**config.mk**
```make
export PLATFORM = sky130hd
export DESIGN_NAME = adrc_top
export DESIGN_NICKNAME = d
export VERILOG_FILES = /design/src/hw/adrc_pkg.sv /design/src/hw/adrc_top.sv
export SDC_FILE = /design/constraint.sdc
export NUM_CORES = 1
export LEC_CHECK = 0
export ABC_AREA = 1
export BUFFER_PORTS_ARGS = -buffer_cell sky130_fd_sc_hd__buf_2
export CAP_MARGIN = 20
export CELL_PAD_IN_SITES_DETAIL_PLACEMENT = 0
export CELL_PAD_IN_SITES_GLOBAL_PLACEMENT = 2
export CORE_MARGIN = 4
export CORE_UTILIZATION = 29
export CTS_CLUSTER_SIZE = 20
export DETAILED_ROUTE_END_ITERATION = 6
export HOLD_SLACK_MARGIN = 0.1
export PLACE_DENSITY = 0.74
export SLEW_MARGIN = 20
export SYNTH_ARGS = -nofsm -noshare
export SYNTH_HDL_FRONTEND = slang
export SYNTH_SLANG_ARGS = --single-unit
```
**constraint.sdc**
```tcl
create_clock -name pclk -period 2.6 [get_ports pclk]
set_input_delay 0.26 -clock pclk [delete_from_list [all_inputs] [get_ports pclk]]
set_output_delay 0.26 -clock pclk [all_outputs]
set_load 0.05 [all_outputs]
```
**src/hw/adrc_pkg.sv**
```systemverilog
// package for the axle distance rolling counter
// assumes a single 100 MHz clock and distance increments arriving in eighth-metre steps
`default_nettype none
package adrc_pkg;
  localparam int CNT_W = 13;
  localparam int STEP_W = 8;
  localparam logic [12:0] CNT_RST = 13'h0000;
  localparam int CLK_HZ = 100_000_000;
  localparam int HOLD_MS = 2000;
  localparam int HOLD_CYC = HOLD_MS * (CLK_HZ / 1000);
  localparam int HOLD_W = 32;
  // register map, one word each
  localparam logic [7:0] OFS_CTRL = 8'h00;
  localparam logic [7:0] OFS_HOLD = 8'h04;
  localparam logic [7:0] OFS_DRIVEN = 8'h08;
  localparam logic [7:0] OFS_NONDRV = 8'h0c;
  // ctrl bits
  localparam int CB_NET_ACT = 0;
  localparam int CB_MEM_RST = 1;
  localparam int CB_WHEEL_DRV = 2;
  // status bit positions above the count
  localparam int SB_VALID_N = 13;
  localparam int SB_RST_OCC = 14;
  localparam int SB_SRC = 15;
  localparam logic [31:0] CTRL_RST = 32'h0000_0004;
  typedef enum logic [1:0] {
    SRC_SHAFT = 2'b00,
    SRC_AVG = 2'b01,
    SRC_SINGLE = 2'b11,
    SRC_NONE = 2'b10
  } adrc_src_t;
endpackage : adrc_pkg
`default_nettype wire

```
**src/hw/adrc_top.sv**
```systemverilog
// rolling distance counters for driven and non-driven axles, apb slave for setup and readback
// assumes wheel and shaft inputs synchronous to pclk, each delta valid for one cycle
//
// Decided for this implementation: the register addresses and the APB register port.
`default_nettype none
module adrc_top #(
  parameter logic [31:0] HOLD_CYCLES = 32'(adrc_pkg::HOLD_CYC)
) (
  input wire logic pclk,
  input wire logic presetn,
  input wire logic psel,
  input wire logic penable,
  input wire logic pwrite,
  input wire logic [7:0] paddr,
  input wire logic [31:0] pwdata,
  output logic [31:0] prdata,
  output logic pready,
  output logic pslverr,
  input wire logic tick,
  input wire logic shaft_ok,
  input wire logic [7:0] shaft_delta,
  input wire logic abs_present,
  input wire logic drv_l_ok,
  input wire logic drv_r_ok,
  input wire logic [7:0] drv_l_delta,
  input wire logic [7:0] drv_r_delta,
  input wire logic nd_l_ok,
  input wire logic nd_r_ok,
  input wire logic [7:0] nd_l_delta,
  input wire logic [7:0] nd_r_delta,
  output logic [12:0] driven_count,
  output logic driven_invalid,
  output logic driven_src_wheel,
  output logic driven_reset_occ,
  output logic [12:0] nondrv_count,
  output logic nondrv_invalid,
  output logic nondrv_reset_occ
);
  logic [31:0] ctrl_r;
  logic [31:0] hold_r;
  logic net_seen_r;
  logic mem_req;
  logic both_restart;
  logic drv_prev_inv_r;
  logic nd_prev_inv_r;
  adrc_pkg::adrc_src_t drv_src;
  adrc_pkg::adrc_src_t nd_src;
  logic [7:0] drv_step;
  logic [7:0] nd_step;
  logic drv_restart;
  logic nd_restart;
  logic [31:0] drv_hold_r;
  logic [31:0] nd_hold_r;
  logic [12:0] drv_cnt_r;
  logic [12:0] nd_cnt_r;
  logic wr_en;
  logic rd_hit;

  assign pready = 1'b1;
  assign wr_en = psel && penable && pwrite;
  assign rd_hit = (paddr == adrc_pkg::OFS_CTRL) || (paddr == adrc_pkg::OFS_HOLD)
    || (paddr == adrc_pkg::OFS_DRIVEN) || (paddr == adrc_pkg::OFS_NONDRV);
  assign pslverr = psel && penable && !rd_hit;

  always_ff @(posedge pclk or negedge presetn)
  begin
    if (!presetn)
    begin
      ctrl_r <= adrc_pkg::CTRL_RST;
      hold_r <= 32'h0000_0000;
    end
    else
    begin
      if (hold_r == 32'h0000_0000)
        hold_r <= HOLD_CYCLES;
      // memory reset bit is a one-shot; it self-clears
      ctrl_r[adrc_pkg::CB_MEM_RST] <= 1'b0;
      if (wr_en && paddr == adrc_pkg::OFS_CTRL)
        ctrl_r <= pwdata;
      if (wr_en && paddr == adrc_pkg::OFS_HOLD)
        hold_r <= (pwdata == 32'h0000_0000) ? 32'h0000_0001 : pwdata;
    end
  end

  always_comb
  begin
    prdata = 32'h0000_0000;
    case (paddr)
      adrc_pkg::OFS_CTRL: prdata = ctrl_r;
      adrc_pkg::OFS_HOLD: prdata = hold_r;
      adrc_pkg::OFS_DRIVEN: prdata = {16'h0000, driven_src_wheel, driven_reset_occ,
        driven_invalid, driven_count};
      adrc_pkg::OFS_NONDRV: prdata = {17'h00000, nondrv_reset_occ, nondrv_invalid,
        nondrv_count};
      default: prdata = 32'h0000_0000;
    endcase
  end

  // first rising of network activation restarts both counters once
  always_ff @(posedge pclk or negedge presetn)
  begin
    if (!presetn)
      net_seen_r <= 1'b0;
    else if (ctrl_r[adrc_pkg::CB_NET_ACT])
      net_seen_r <= 1'b1;
  end
  assign mem_req = ctrl_r[adrc_pkg::CB_MEM_RST];
  assign both_restart = (ctrl_r[adrc_pkg::CB_NET_ACT] && !net_seen_r)
    || mem_req;

  // driven source choice; the primary axle is wired to the drv inputs by the integrator
  always_comb
  begin
    drv_src = adrc_pkg::SRC_NONE;
    drv_step = 8'h00;
    if (shaft_ok)
    begin
      drv_src = adrc_pkg::SRC_SHAFT;
      drv_step = shaft_delta;
    end
    else if (abs_present && ctrl_r[adrc_pkg::CB_WHEEL_DRV] && drv_l_ok && drv_r_ok)
    begin
      drv_src = adrc_pkg::SRC_AVG;
      drv_step = 8'((9'(drv_l_delta) + 9'(drv_r_delta)) >> 1);
    end
    else if (abs_present && (drv_l_ok ^ drv_r_ok))
    begin
      drv_src = adrc_pkg::SRC_SINGLE;
      drv_step = drv_l_ok ? drv_l_delta : drv_r_delta;
    end
    else if (drv_l_ok || drv_r_ok)
      drv_src = adrc_pkg::SRC_SINGLE;
  end

  always_comb
  begin
    nd_src = adrc_pkg::SRC_NONE;
    nd_step = 8'h00;
    if (!abs_present)
      nd_src = adrc_pkg::SRC_SHAFT;
    else if (nd_l_ok && nd_r_ok)
    begin
      nd_src = adrc_pkg::SRC_AVG;
      nd_step = 8'((9'(nd_l_delta) + 9'(nd_r_delta)) >> 1);
    end
    else if (nd_l_ok ^ nd_r_ok)
    begin
      nd_src = adrc_pkg::SRC_SINGLE;
      nd_step = nd_l_ok ? nd_l_delta : nd_r_delta;
    end
  end

  assign driven_invalid = (drv_src == adrc_pkg::SRC_NONE);
  assign nondrv_invalid = (nd_src == adrc_pkg::SRC_NONE);
  assign driven_src_wheel = (drv_src != adrc_pkg::SRC_SHAFT);
  assign drv_restart = both_restart || (drv_prev_inv_r && !driven_invalid);
  assign nd_restart = both_restart || (nd_prev_inv_r && !nondrv_invalid);

  always_ff @(posedge pclk or negedge presetn)
  begin
    if (!presetn)
    begin
      drv_prev_inv_r <= 1'b0;
      nd_prev_inv_r <= 1'b0;
    end
    else
    begin
      drv_prev_inv_r <= driven_invalid;
      nd_prev_inv_r <= nondrv_invalid;
    end
  end

  // natural 13-bit overflow keeps the excess past 1023.875 m
  always_ff @(posedge pclk or negedge presetn)
  begin
    if (!presetn)
    begin
      drv_cnt_r <= adrc_pkg::CNT_RST;
      nd_cnt_r <= adrc_pkg::CNT_RST;
    end
    else
    begin
      if (drv_restart)
        drv_cnt_r <= adrc_pkg::CNT_RST;
      else if (tick && !driven_invalid)
        drv_cnt_r <= drv_cnt_r + 13'(drv_step);
      if (nd_restart || !abs_present)
        nd_cnt_r <= adrc_pkg::CNT_RST;
      else if (tick && !nondrv_invalid)
        nd_cnt_r <= nd_cnt_r + 13'(nd_step);
    end
  end
  assign driven_count = drv_cnt_r;
  assign nondrv_count = nd_cnt_r;

  // hold counters: flag stays true while counting goes on as normal
  always_ff @(posedge pclk or negedge presetn)
  begin
    if (!presetn)
    begin
      drv_hold_r <= 32'h0000_0000;
      nd_hold_r <= 32'h0000_0000;
    end
    else
    begin
      if (drv_restart)
        drv_hold_r <= hold_r;
      else if (drv_hold_r != 32'h0000_0000)
        drv_hold_r <= drv_hold_r - 32'h0000_0001;
      if (nd_restart)
        nd_hold_r <= hold_r;
      else if (nd_hold_r != 32'h0000_0000)
        nd_hold_r <= nd_hold_r - 32'h0000_0001;
    end
  end
  assign driven_reset_occ = (drv_hold_r != 32'h0000_0000);
  assign nondrv_reset_occ = (nd_hold_r != 32'h0000_0000);

  property p_drv_invalid;
    @(posedge pclk) disable iff (!presetn)
      (!shaft_ok && !drv_l_ok && !drv_r_ok) |-> driven_invalid;
  endproperty
  a_drv_invalid: assert property (p_drv_invalid) else $error("driven validity wrong");

  property p_src;
    @(posedge pclk) disable iff (!presetn) shaft_ok |-> !driven_src_wheel;
  endproperty
  a_src: assert property (p_src) else $error("source flag wrong");

  property p_drv_recover;
    @(posedge pclk) disable iff (!presetn)
      ($past(driven_invalid) && !driven_invalid && hold_r > 1) |=> drv_cnt_r == 13'h0000
        && driven_reset_occ;
  endproperty
  a_drv_recover: assert property (p_drv_recover) else $error("driven restart missing");

  property p_hold;
    @(posedge pclk) disable iff (!presetn)
      ($rose(driven_reset_occ) && hold_r > 2) |=> driven_reset_occ[*2];
  endproperty
  a_hold: assert property (p_hold) else $error("reset flag dropped early");

  property p_nd_zero;
    @(posedge pclk) disable iff (!presetn)
      !abs_present |=> (nd_cnt_r == 13'h0000 || abs_present);
  endproperty
  a_nd_zero: assert property (p_nd_zero) else $error("non-driven not zero");

  property p_nd_valid;
    @(posedge pclk) disable iff (!presetn)
      (nd_l_ok || nd_r_ok || !abs_present) |-> !nondrv_invalid;
  endproperty
  a_nd_valid: assert property (p_nd_valid) else $error("non-driven validity wrong");

  property p_wrap;
    @(posedge pclk) disable iff (!presetn)
      (tick && !drv_restart && !driven_invalid) |=>
        drv_cnt_r == $past(drv_cnt_r) + 13'($past(drv_step));
  endproperty
  a_wrap: assert property (p_wrap) else $error("driven count not wrapping");

  property p_mem;
    @(posedge pclk) disable iff (!presetn)
      (mem_req && hold_r > 1) |=> driven_reset_occ && nondrv_reset_occ && drv_cnt_r == 13'h0000;
  endproperty
  a_mem: assert property (p_mem) else $error("memory reset not seen");

  property p_avg;
    @(posedge pclk) disable iff (!presetn)
      (!shaft_ok && abs_present && ctrl_r[adrc_pkg::CB_WHEEL_DRV] && drv_l_ok && drv_r_ok)
        |-> 10'(drv_step) * 10'h002 <= 10'(drv_l_delta) + 10'(drv_r_delta)
        && 10'(drv_l_delta) + 10'(drv_r_delta) <= 10'(drv_step) * 10'h002 + 10'h001;
  endproperty
  a_avg: assert property (p_avg) else $error("driven average wrong");

  property p_single;
    @(posedge pclk) disable iff (!presetn)
      (!shaft_ok && abs_present && !drv_l_ok && drv_r_ok)
        |-> drv_step == drv_r_delta && !driven_invalid && driven_src_wheel;
  endproperty
  a_single: assert property (p_single) else $error("driven single wheel wrong");

  property p_nd_avg;
    @(posedge pclk) disable iff (!presetn)
      (abs_present && nd_l_ok && nd_r_ok)
        |-> 10'(nd_step) * 10'h002 <= 10'(nd_l_delta) + 10'(nd_r_delta)
        && 10'(nd_l_delta) + 10'(nd_r_delta) <= 10'(nd_step) * 10'h002 + 10'h001;
  endproperty
  a_nd_avg: assert property (p_nd_avg) else $error("non-driven average wrong");

  property p_nd_single;
    @(posedge pclk) disable iff (!presetn)
      (abs_present && nd_l_ok && !nd_r_ok)
        |-> nd_step == nd_l_delta && !nondrv_invalid;
  endproperty
  a_nd_single: assert property (p_nd_single) else $error("non-driven single wrong");

  property p_nd_recover;
    @(posedge pclk) disable iff (!presetn)
      ($past(nondrv_invalid) && !nondrv_invalid && hold_r > 1)
        |=> nd_cnt_r == 13'h0000 && nondrv_reset_occ;
  endproperty
  a_nd_recover: assert property (p_nd_recover) else $error("non-driven restart missing");

  property p_net;
    @(posedge pclk) disable iff (!presetn)
      (ctrl_r[adrc_pkg::CB_NET_ACT] && !net_seen_r && hold_r > 1)
        |=> drv_cnt_r == 13'h0000 && nd_cnt_r == 13'h0000
        && driven_reset_occ && nondrv_reset_occ;
  endproperty
  a_net: assert property (p_net) else $error("network start restart missing");

  property p_drv_fall;
    @(posedge pclk) disable iff (!presetn)
      $fell(driven_reset_occ) |-> $past(drv_hold_r) == 32'h0000_0001;
  endproperty
  a_drv_fall: assert property (p_drv_fall) else $error("driven flag dropped early");

  property p_nd_fall;
    @(posedge pclk) disable iff (!presetn)
      $fell(nondrv_reset_occ) |-> $past(nd_hold_r) == 32'h0000_0001;
  endproperty
  a_nd_fall: assert property (p_nd_fall) else $error("non-driven flag dropped early");
endmodule : adrc_top
`default_nettype wire

```
# After elaboration in Yosys (flattened, before gate mapping)
# Cells that the tools add are included.
# totals
register_bits	157
out_inout_bits	65
wordCells	90
# classes
n_addsub	6
eq_ne	5
mux	28
bitwise_logic	2
n_reduce_logical	39
# op_table
op	n
$mux 32	7
$pmux 32 s4	1
$logic_not 32->1	2
$mux 8	8
$reduce_bool 32->1	2
$sub 32x1->32 const B	2
$mux 13	4
$add 13x8->13	2
$add 8x8->9	2
$eq 8x4->1 const B	2
$logic_and 1x1->1	15
$reduce_bool 2->1	6
$mux 2	5
$eq 8x3->1 const B	1
$logic_not 8->1	1
$logic_or 1x1->1	8
$logic_not 1->1	5
$eq 2x2->1 const B	2
$mux 1	3
$xor 1x1->1	2

# Longest topological paths before layout
# Gate-level depths: netlist of the first run.
# logic_depth
depth_word	10
mapped_depth	21
depth_no_buf	21

# Worst setup path after synthesis of the first run
# Ideal clock, no wire load.
# synth_timing
path_type	input port to flip-flop
startpoint	in drv_l_ok
endpoint	reg drv_cnt_r[10], in the netlist driven_count[10]
setup_ps	72
arrival_time_ps	2632
t_required_ps	2528
path_slack_ps	-104
cell_stages	20
n_path_buf	1
path_cell_list	buf_4 -> clkinv_1 -> ha_1 -> nand2_1 -> inv_1 -> o21ai_0 -> o21ai_0 -> a22o_1 -> ha_1 -> inv_1 -> fa_1 -> inv_1 -> nand2_1 -> nand2_1 -> nand3_1 -> nand2_1 -> nand3_1 -> nor2_1 -> nor2_1 -> nor2_1
# synth_via
elab_chain_len	10
# synth_rtl
item	line	text
start, declared	adrc_top.sv:23	input wire logic drv_l_ok,
branches (longest 10 deep; another with $add 13x8->13)	n/a	
end signal, assigned	adrc_top.sv:178	drv_cnt_r <= adrc_pkg::CNT_RST;
end signal, assigned	adrc_top.sv:184	drv_cnt_r <= adrc_pkg::CNT_RST;
end signal, assigned	adrc_top.sv:186	drv_cnt_r <= drv_cnt_r + 13'(drv_step);
end, declared	adrc_top.sv:54	logic [12:0] drv_cnt_r;
# Parallel ways; which one is timed is not known. The select of a mux whose other input is x is not followed.
# A chain may end at the register's enable or synchronous reset.

# Worst setup path after layout of the first run
# layout_timing
startpoint	reg drv_hold_r[23]
endpoint	out prdata[14]
# layout_via
elab_chain_len	2
# layout_rtl
item	line	text
start, declared	adrc_top.sv:52	logic [31:0] drv_hold_r;
start signal, assigned	adrc_top.sv:207	drv_hold_r <= hold_r;
start signal, assigned	adrc_top.sv:209	drv_hold_r <= drv_hold_r - 32'h0000_0001;
$reduce_bool 32->1	adrc_top.sv:216	assign driven_reset_occ = (drv_hold_r != 32'h0000_0000);
$pmux 32 s4	adrc_top.sv:88	case (paddr)
end, declared	adrc_top.sv:16	output logic [31:0] prdata,
# No other way between the ends.

==> results.toml, run 1 <==
[outcome]
status = "finished clean"

[placement]
dp.final_hpwl_mm = 31.50
pre_cts_slack_ns = -0.1071
io_buffers = 155
gp_congestion = 0.8475
dp.cells = 2361

[sta]
finalHoldViolations = 0
tightest_slew_ns = 0.7190
min_period_ns = 2.458
maxSlewViolCount = 0
setup_viol = 0
fmax_ghz = 0.4068
setup_ws_ns = 0.1417
max_slew_margin_pct = 52.07
period_share_pct = 94.55
finalClockSkew_ns = 0.01102

[drt]
first_iter_violations = 695
vias = 11140
routed_wl_mm = 40.08
drtAntennaViolNets = 0
drc = 0
dr.pass1.iters = 5
vias_per_cell = 4.609
wire_per_inst_um = 16.59

[finish]
multi_input_area_um2 = 6222
fin_cells = 2416
syn_to_final_growth_pct = 25.48
drive_above_1_share_pct = 17.21
num_antenna_cells = 0
fill_cells = 4104
regArea_um2 = 3930
final_nets = 2031

[clock_tree]
cts_tree = "built"
ctsRootBufferMaster = "clkbuf_16"
cts_sinks = 157
clk_pin_slew_worst_paths_ns = 0.07
clockBufferDepth = 2
cts_made_buffers = 17
cts.htree.levels = 4
clkLatencyLatePin_ns = 0.43

[power]
clkPwrFrac_pct = 27.9
pwr-share-seq_pct = 36.5
comb_power_share_pct = 35.6
p_switching_uw = 3674
p_leak_uw = 0.007202
intPower_uw = 5466
swShare_pct = 40.20
powerDensity_nw_per_um2 = 665.8
ir_drop_uv = 489.7

[synthesis]
ys_async_sr_fraction_pct = 100.0
syn_avg_cell_area_um2 = 6.594
synth_warnings = 0
synth.cell_area_um2 = 10940
ys_seq_elements = 157
synth_edf_count = 0
synth_cells = 1659
synth_flop_cell = "dfrtp_1"
syn_nets = 1791
synth.distinct_cells = 46
seq_area_frac_synth_pct = 35.93

[grt]
antenna_found_initial = 0
grt_max_degree = 65
grt_usage_pct = 19.59
grt_first_pass_wirelength_mm = 63.41
first_global_vias = 11140
overflow = 0

[setup_path]
critPathCaptureType = "output pin"
path_max_fanout = 3
start_kind = "flop"
cp.required_ns = 2.34
slowest_stage = "dfrtp_1"
path_cells = "nor2_1 -> nand2_1 -> nor2_1 -> nand4_4 -> nand2_1 -> nand4_1 -> buf_2"
cpPeakStageDelay_ns = 0.42
worstPathArrival_ns = 2.20
path_class = "flop to output pin"

[flow_run]
cap_violations = 0

[floorplanning]
die_h_um = 202.2
initial_core_util_pct = 29.67
io_pins = 157
die-area_um2 = 40890
rows = 70
die_x_um = 202.2
core-area_um2 = 36870

[worst_hold_path]
hold_class = "input port to flop"
cells in the final DEF (no fill, tap or decap), types with 20 or more instances in the layout:
cell type / instances
nand2_1: 636
nor2_1: 188
inv_1: 175
dfrtp_1: 156
buf_2: 154
nand3_1: 110
o21ai_0: 108
buf_4: 82
xnor2_1: 38
nand4_1: 35
ha_1: 32
a21oi_1: 25
dlygate4sd3_1: 20
worst max-delay path, delay by kind of cell (launching register included):
family	cells	cell delay, ns
flip-flops	1	0.42
AND/OR/NAND/NOR	6	1.08
buffers and inverters	1	0.26
path summary, 6_finish.rpt:
path | start | end | slack [ns] | cells after the start
max | drv_hold_r[23] | prdata[14] | 0.14 | 7
min | pwdata[27] | ctrl_r[27] | 0.13 | 3
max reg2reg | ctrl_r[2] | driven_count[11] | 0.20 | 15
min reg2reg | net_seen_r | net_seen_r | 0.48 | 1
max in group asynchronous | presetn | ctrl_r[2] | 1.29 | 3
min in group asynchronous | presetn | driven_count[3] | 0.45 | 2
state kept, by name (all words and copies together), names as in the netlist:
name            flops
driven_count       13
net_seen_r          1
nd_prev_inv_r       1
drv_hold_r         32
nondrv_count       13
ctrl_r             32
drv_prev_inv_r      1
nd_hold_r          32
hold_r             32
kinds of logic after synthesis:
group	share of synthesized area [%]
flops	35.93
simple gates	38.25
other cells	0.03428
compound gates	8.167
buf+inv	8.430
fa+ha+maj	4.850
xor+xnor	4.163
mux	0.1830
cells in the mapped netlist (5+ instances only):
master	number	area, um^2
buf_4	5	37.54
nand4_1	35	219.0
clkbuf_1	18	67.56
o22ai_1	5	31.28
a22oi_1	10	75.07
dfrtp_1	156	3904
buf_2	11	55.05
nor2_1	190	713.2
buf_6	5	56.30
ha_1	36	450.4
nor3_1	9	45.04
o21ai_0	109	545.5
inv_2	6	22.52
xnor2_1	38	332.8
nand2_1	640	2402
or2_2	5	31.28
a21oi_1	29	145.1
nand3_1	113	565.5
xor2_1	14	122.6
inv_1	177	664.4
timing repair:
action / 4_1_cts / 5_1_grt
endpoints found under the setup margin: 2 / 11
hold buffers: 20 / 0
resized for setup: 1 / 24
setup buffers: 0 / 3
pin swaps: 0 / 10
hold endpoints to repair: 81 / 0
power by group through the flow:
stage / clock network (uW) / registers (uW) / logic [uW]
2_1_floorplan: 0 / 3460 / 1930
3_3_place_gp: 0 / 3370 / 3150
3_5_place_dp: 0 / 3370 / 3150
4_1_cts: 2630 / 3320 / 3190
5_1_grt: 2710 / 3400 / 3710
6_report: 2550 / 3340 / 3250
layout make-up:
cell class / count / area share (%)
clock buffer: 21 / 3.354
clock inverter: 11 / 0.8659
inverter: 187 / 5.150
multi-input combinational: 1276 / 45.33
sequential: 157 / 28.63
tap: 504 / 4.594
timing repair buffer: 260 / 12.08
routing by layer:
layer	part of all wire, %	vias up	track usage (%)	wire length (um)
li1	-	5713	-	-
met1	50	5169	28.39	20000
met2	45	223	31.18	18020
met3	3.7	30	2.824	1488
met4	1.4	0	4.171	568
met5	0	-	0	0
per-stage QoR:
stage | power, uW | instance area [um^2] | hold WS, ns | TNS (ns) | utilization, %
CTS | 9146 | 13590 | 0.1184 | 0 | 36.86
detailed placement | 6517 | 12810 | 0.3290 | -0.5812 | 34.74
floorplan | 5389 | 10940 | -0.03559 | 0 | -
global placement | 6521 | 12810 | 0.3302 | -0.3001 | 34.74
finish | 9140 | 13730 | 0.1337 | 0 | 37.23
global route | 9816 | 13730 | 0.1592 | -0.01932 | 37.23
(Power assumes the default switching activity.)
==> run 2, diff against run 1 <==
--- a/config.mk
+++ b/config.mk
@@ -7,11 +7,11 @@
 export LEC_CHECK = 0
 export ABC_AREA = 1
 export BUFFER_PORTS_ARGS = -buffer_cell sky130_fd_sc_hd__buf_2
-export CAP_MARGIN = 20
 export CELL_PAD_IN_SITES_DETAIL_PLACEMENT = 0
 export CELL_PAD_IN_SITES_GLOBAL_PLACEMENT = 2
 export CORE_MARGIN = 4
 export CORE_UTILIZATION = 29
+export CTS_BUF_LIST = sky130_fd_sc_hd__clkbuf_4
 export CTS_CLUSTER_SIZE = 20
 export DETAILED_ROUTE_END_ITERATION = 6
 export HOLD_SLACK_MARGIN = 0.1
==> run 2 against run 1 <==
- combinational power rose by 6.2%
- clock power down 39%
- register-to-register slack got worse by 0.07 ns
- maximum frequency decreased by 0.65%
- sequential share of layout area fell by 0.23 points
- hold slack gained 0.033 ns
- first-iteration DRC count fell by 0.43%
- flip-flop and latch count did not move
- via count up 1.7%
- final cell count grew 1.3%
- largest cell class unchanged
- largest power group is now combinational cells
- highest routed layer unchanged
==> results.toml, run 2 (synthesis results as in run 1) <==
[setup_path]
critPathCaptureType = "flop"
start_kind = "flop"
cp.required_ns = 3.11
path_max_fanout = 5
worstPathArrival_ns = 2.99
path_class = "flop to flop"

[drt]
drtAntennaViolNets = 0
vias = 11320
drc = 0
wire_per_inst_um = 16.53
first_iter_violations = 692
dr.pass1.iters = 6
routed_wl_mm = 40.46
vias_per_cell = 4.624

[outcome]
status = "finished clean"

[sta]
setup_ws_ns = 0.1255
finalClockSkew_ns = 0.03300
finalHoldViolations = 0
tightest_slew_ns = 0.7198
max_slew_margin_pct = 52.01
rsz0062_at_grt = "yes"
min_period_ns = 2.474
tns_ns = 0
maxSlewViolCount = 0
setup_viol = 0
fmax_ghz = 0.4041
period_share_pct = 95.17

[grt]
first_global_vias = 11150
grt_max_degree = 65
antenna_found_initial = 1
grt_usage_pct = 19.61
grt_first_pass_wirelength_mm = 63.40
overflow = 0

[finish]
mostFrequentLayoutCells = "nand2_1 (628), inv_1 (172), nor2_1 (170)"
syn_to_final_growth_pct = 26.49
final_common_cell = "nand2_1"
drive_above_1_share_pct = 19.56
fin_cells = 2448
final_nets = 2062
fin_area_um2 = 13840

[floorplanning]
die-area_um2 = 40890
die_h_um = 202.2
core-area_um2 = 36870
die_x_um = 202.2
initial_core_util_pct = 29.67
io_pins = 157
rows = 70

[placement]
post_dp_cell_area_um2 = 12810
dp.cells = 2361
io_buffers = 155
gp_congestion = 0.8475
pre_cts_slack_ns = -0.1071
dp.final_hpwl_mm = 31.50

[power]
p_leak_uw = 0.007229
powerDensity_nw_per_um2 = 603.6
ir_drop_uv = 302.5
power.total_uw = 8353

[clock_tree]
clkLatencyLatePin_ns = 0.60
cts_tree = "built"
cts_made_buffers = 17
clockBufferDepth = 2
clk_pin_slew_worst_paths_ns = 0.14
cts.htree.levels = 4
cts_sinks = 157
ctsRootBufferMaster = "clkbuf_4"

[worst_hold_path]
hold_class = "input port to flop"

[flow_run]
cap_violations = 0
run 2: changes by cell type in the layout (fill, tap and decap cells not counted), sizes merged:
| cell | before | now |
|---|---|---|
| clkinv | 5 | 7 |
| diode | 0 | 1 |
| buf | 240 | 258 |
| clkbuf | 21 | 19 |
| dlygate4sd3 | 20 | 33 |
run 2: cell type report:
cell class / count / area (um^2)
diodes: 1 / 2.502
clock buffers: 19 / 142.6
clock inverters: 13 / 126.4
fillers: 4120 / 23040
inverters: 187 / 706.9
multi-input cells: 1276 / 6347
flip-flops and latches: 157 / 3930
well taps: 504 / 630.6
repair buffers: 291 / 1951
run 2: critical path, cell delays in order (launching register included):
cell and delay, ns:
dfstp_2 0.61, nand2_2 0.08, nor2_4 0.15, inv_2 0.08
o21ai_2 0.06, a22o_1 0.15, ha_2 0.19, inv_2 0.04
fa_2 0.39, inv_2 0.06, nand2_2 0.04, nand2_2 0.07
nand3_2 0.08, nand2_4 0.09, nand3_2 0.08, nand2_1 0.08
nand2_1 0.04, nor2_1 0.10
run 2: layer usage:
layer,routed length (um),share of wire [%],GRT usage [%],vias up
met2,18350,45,31.10,221
met3,1607,4.0,2.984,30
met5,0,0,0,-
li1,-,-,-,5780
met1,19910,49,28.26,5289
met4,588,1.5,4.510,0
run 2: through the flow:
| step | utilization, % | hold slack, ns |
|---|---|---|
| 6_report | 37.53 | 0.1663 |
| 5_1_grt | 37.53 | 0.1323 |
| 4_1_cts | 36.52 | 0.1224 |
| 3_5_place_dp | 34.74 | 0.3290 |
| 3_3_place_gp | 34.74 | 0.3302 |
| 2_1_floorplan | - | -0.03559 |
run 2: worst paths after layout:
path | from | to | slack [ns] | depth (start not counted)
min reg2reg | net_seen_r | net_seen_r | 0.49 | 1
min in group asynchronous | presetn | driven_count[3] | 0.29 | 2
max | ctrl_r[2] | driven_count[12] | 0.13 | 17
max reg2reg | ctrl_r[2] | driven_count[12] | 0.13 | 17
max in group asynchronous | presetn | ctrl_r[2] | 1.47 | 3
min | tick | nondrv_count[0] | 0.17 | 5
run 2: power breakdown:
group          internal [uW]  switching [uW]
combinational           1360            2100
sequential              2830             522
clock                    518            1030
run 2: timing repair:
action | 4_1_cts | 5_1_grt
endpoints found under the hold margin | 124 | 0
setup endpoints to repair | 7 | 11
buffers inserted | 1 | 21
gates cloned | 0 | 0
hold buffers | 33 | 0
gates resized for setup | 13 | 63
pin swaps | 5 | 22
==> run 3, diff against run 2 <==
--- a/config.mk
+++ b/config.mk
@@ -6,16 +6,16 @@
 export NUM_CORES = 1
 export LEC_CHECK = 0
 export ABC_AREA = 1
-export BUFFER_PORTS_ARGS = -buffer_cell sky130_fd_sc_hd__buf_2
 export CELL_PAD_IN_SITES_DETAIL_PLACEMENT = 0
 export CELL_PAD_IN_SITES_GLOBAL_PLACEMENT = 2
 export CORE_MARGIN = 4
-export CORE_UTILIZATION = 29
+export CORE_UTILIZATION = 33
 export CTS_BUF_LIST = sky130_fd_sc_hd__clkbuf_4
 export CTS_CLUSTER_SIZE = 20
 export DETAILED_ROUTE_END_ITERATION = 6
+export DONT_BUFFER_PORTS = 1
 export HOLD_SLACK_MARGIN = 0.1
-export PLACE_DENSITY = 0.74
+export PLACE_DENSITY = 0.75
 export SLEW_MARGIN = 20
 export SYNTH_ARGS = -nofsm -noshare
 export SYNTH_HDL_FRONTEND = slang
==> run 3 against run 2 <==
- clock power about the same
- via count decreased by 5.1%
- critical path type is now flop to output pin
- flip-flop and latch count unchanged
- the flow now finishes with violations (DRC, hold timing)
- sequential share of layout area increased by 2.3 points
- critical endpoint is now prdata[14]
- utilization increased by 1.8 points
- combinational power decreased by 6.7%
- power decreased by 4.0%
- routed wire length decreased by 5.6%
- non-clock buffer count decreased by 157
- final cell count decreased by 9.0%
==> results.toml, run 3 (synthesis results as in run 1) <==
[clock_tree]
cts_sinks = 157
ctsRootBufferMaster = "clkbuf_4"
clkLatencyLatePin_ns = 0.59
clk_pin_slew_worst_paths_ns = 0.17
clockBufferDepth = 2
cts_made_buffers = 17
cts.htree.levels = 4
hold_buffers = 36
cts_tree = "built"

[setup_path]
path_class = "flop to output pin"
cp.required_ns = 2.34
worstPathArrival_ns = 2.26
critPathCaptureType = "output pin"
path_max_fanout = 4
worst-path-buf-inv = 1
start_kind = "flop"
slowest_stage = "dfrtp_1"
crit_family = "simple AND/OR/NAND/NOR gates"
cpPeakStageDelay_ns = 0.44
path_cells = "nor2_1 -> nand2_1 -> nor2_4 -> nand4_1 -> nand2_1 -> nand4_1 -> buf_6"

[placement]
dp.cells = 2140
dp.final_hpwl_mm = 29.13
gp_congestion = 0.8390
pre_cts_slack_ns = -0.1731
io_buffers = 0

[grt]
antenna_found_initial = 1
top_usage_layer = "met2"
met1_usage_pct = 30.89
grt_use_met2_pct = 32.61
overflow = 0
grt_max_degree = 158
grt_usage_pct = 21.23
grt_first_pass_wirelength_mm = 60.50
use_met3_pct = 3.817
first_global_vias = 10590

[floorplanning]
die-area_um2 = 36130
initial_core_util_pct = 33.54
die_x_um = 190.1
core-area_um2 = 32620
die_h_um = 190.1
rows = 66
io_pins = 157

[drt]
drc = 1
dr.pass1.iters = 7
vias_per_cell = 4.823
routed_wl_mm = 38.17
vias = 10750
wire_per_inst_um = 17.13
drtAntennaViolNets = 0
first_iter_violations = 573

[finish]
syn_to_final_growth_pct = 17.24
final_nets = 1905
regArea_um2 = 3933
multi_input_area_um2 = 6266
fin_cells = 2228
fill_cells = 3598
final_common_cell = "nand2_1"
drive_above_1_share_pct = 11.60
mostFrequentLayoutCells = "nand2_1 (635), inv_1 (173), nor2_1 (168)"
final_core_util_pct = 39.32

[outcome]
violations = "DRC, hold timing"
status = "finished with violations"

[sta]
tightest_slew_ns = 0.7296
maxSlewViolCount = 0
fmax_ghz = 0.3964
finalClockSkew_ns = 0.02903
setup_viol = 0
fin_hold_ws_ns = -0.6619
finalHoldViolations = 157
max_slew_margin_pct = 51.22
setup_ws_ns = 0.07715
period_share_pct = 97.03
min_period_ns = 2.523

[worst_hold_path]
hold_class = "input port to async pin"

[power]
power.total_uw = 8020
ir_drop_uv = 256.6
powerDensity_nw_per_um2 = 625.4
p_leak_uw = 0.006500

[flow_run]
cap_violations = 0
==> run 3: cell types whose count changed in the layout (fill, tap and decap cells not counted), moves of 3 or more <==
cell / before / now
nand2_1: 628 / 635
nor2_4: 9 / 12
o21ai_0: 106 / 95
nand3_1: 108 / 112
buf_6: 5 / 2
nand2_2: 14 / 8
o21ai_1: 3 / 15
ha_4: 5 / 1
buf_2: 152 / 0
nand3_2: 6 / 2
ha_1: 30 / 33
clkinv_2: 2 / 5
dlygate4sd3_1: 33 / 36
buf_12: 3 / 0
==> run 3: final cells by class <==
| type | count | share of cell area (%) |
|---|---|---|
| diodes | 1 | 0.01951 |
| clock buffers | 17 | 0.9951 |
| clock inverters | 14 | 1.034 |
| inverters | 187 | 5.512 |
| multi-input cells | 1276 | 48.86 |
| flip-flops and latches | 157 | 30.66 |
| well taps | 442 | 4.312 |
| repair buffers | 134 | 8.605 |
==> run 3: stage by stage <==
stage                     instance area, um^2  setup TNS, ns
after floorplan                         10940              0
after global placement                  11880        -0.4234
after detailed placement                11880        -0.6504
after CTS                               12550              0
after global routing                    12820       -0.01059
final                                   12820              0
==> run 3: worst reg2reg max path, stage by stage (launching register included) <==
cell and delay [ns]:
dfstp_2 0.58, nand2_2 0.07, nor2_4 0.10, inv_2 0.08
buf_4 0.15, o21ai_0 0.07, nand2_1 0.08, a21oi_2 0.16
ha_1 0.30, nand2_1 0.11, inv_1 0.04, a21oi_1 0.18
nand2_2 0.12, buf_4 0.14, nand4_1 0.06, nand2_1 0.05
nor2_1 0.07
==> run 3: worst paths after layout <==
| check | from | to | slack, ns | cells after the start |
|---|---|---|---|---|
| min in group pclk | nd_r_delta[0] | nondrv_count[0] | 0.15 | 5 |
| worst min-delay path | presetn | drv_hold_r[26] | -0.66 | 0 |
| worst max register to register | ctrl_r[2] | driven_count[10] | 0.20 | 16 |
| max in group asynchronous | presetn | ctrl_r[2] | 2.91 | 0 |
| worst min register to register | net_seen_r | net_seen_r | 0.49 | 1 |
| worst max-delay path | nd_hold_r[18] | prdata[14] | 0.08 | 7 |
==> run 3: routing by layer <==
metal / wire (um) / up-vias
met4: 698 / 0
met5: 0 / -
met1: 18800 / 5012
li1: - / 5474
met2: 16830 / 220
met3: 1845 / 39
==> run 3: repair_timing <==
action,CTS,global route
pin swaps,1,13
buffers inserted,2,18
hold endpoints to repair,238,157
gates resized for setup,9,45
endpoints found under the setup margin,3,12
==> run 3: where the power goes <==
group	switching [uW]	leakage (uW)	total, uW	internal, uW
combinational	2000	0.00434	3220	1220
clock	1020	0.000142	1520	491
sequential	455	0.00202	3280	2830
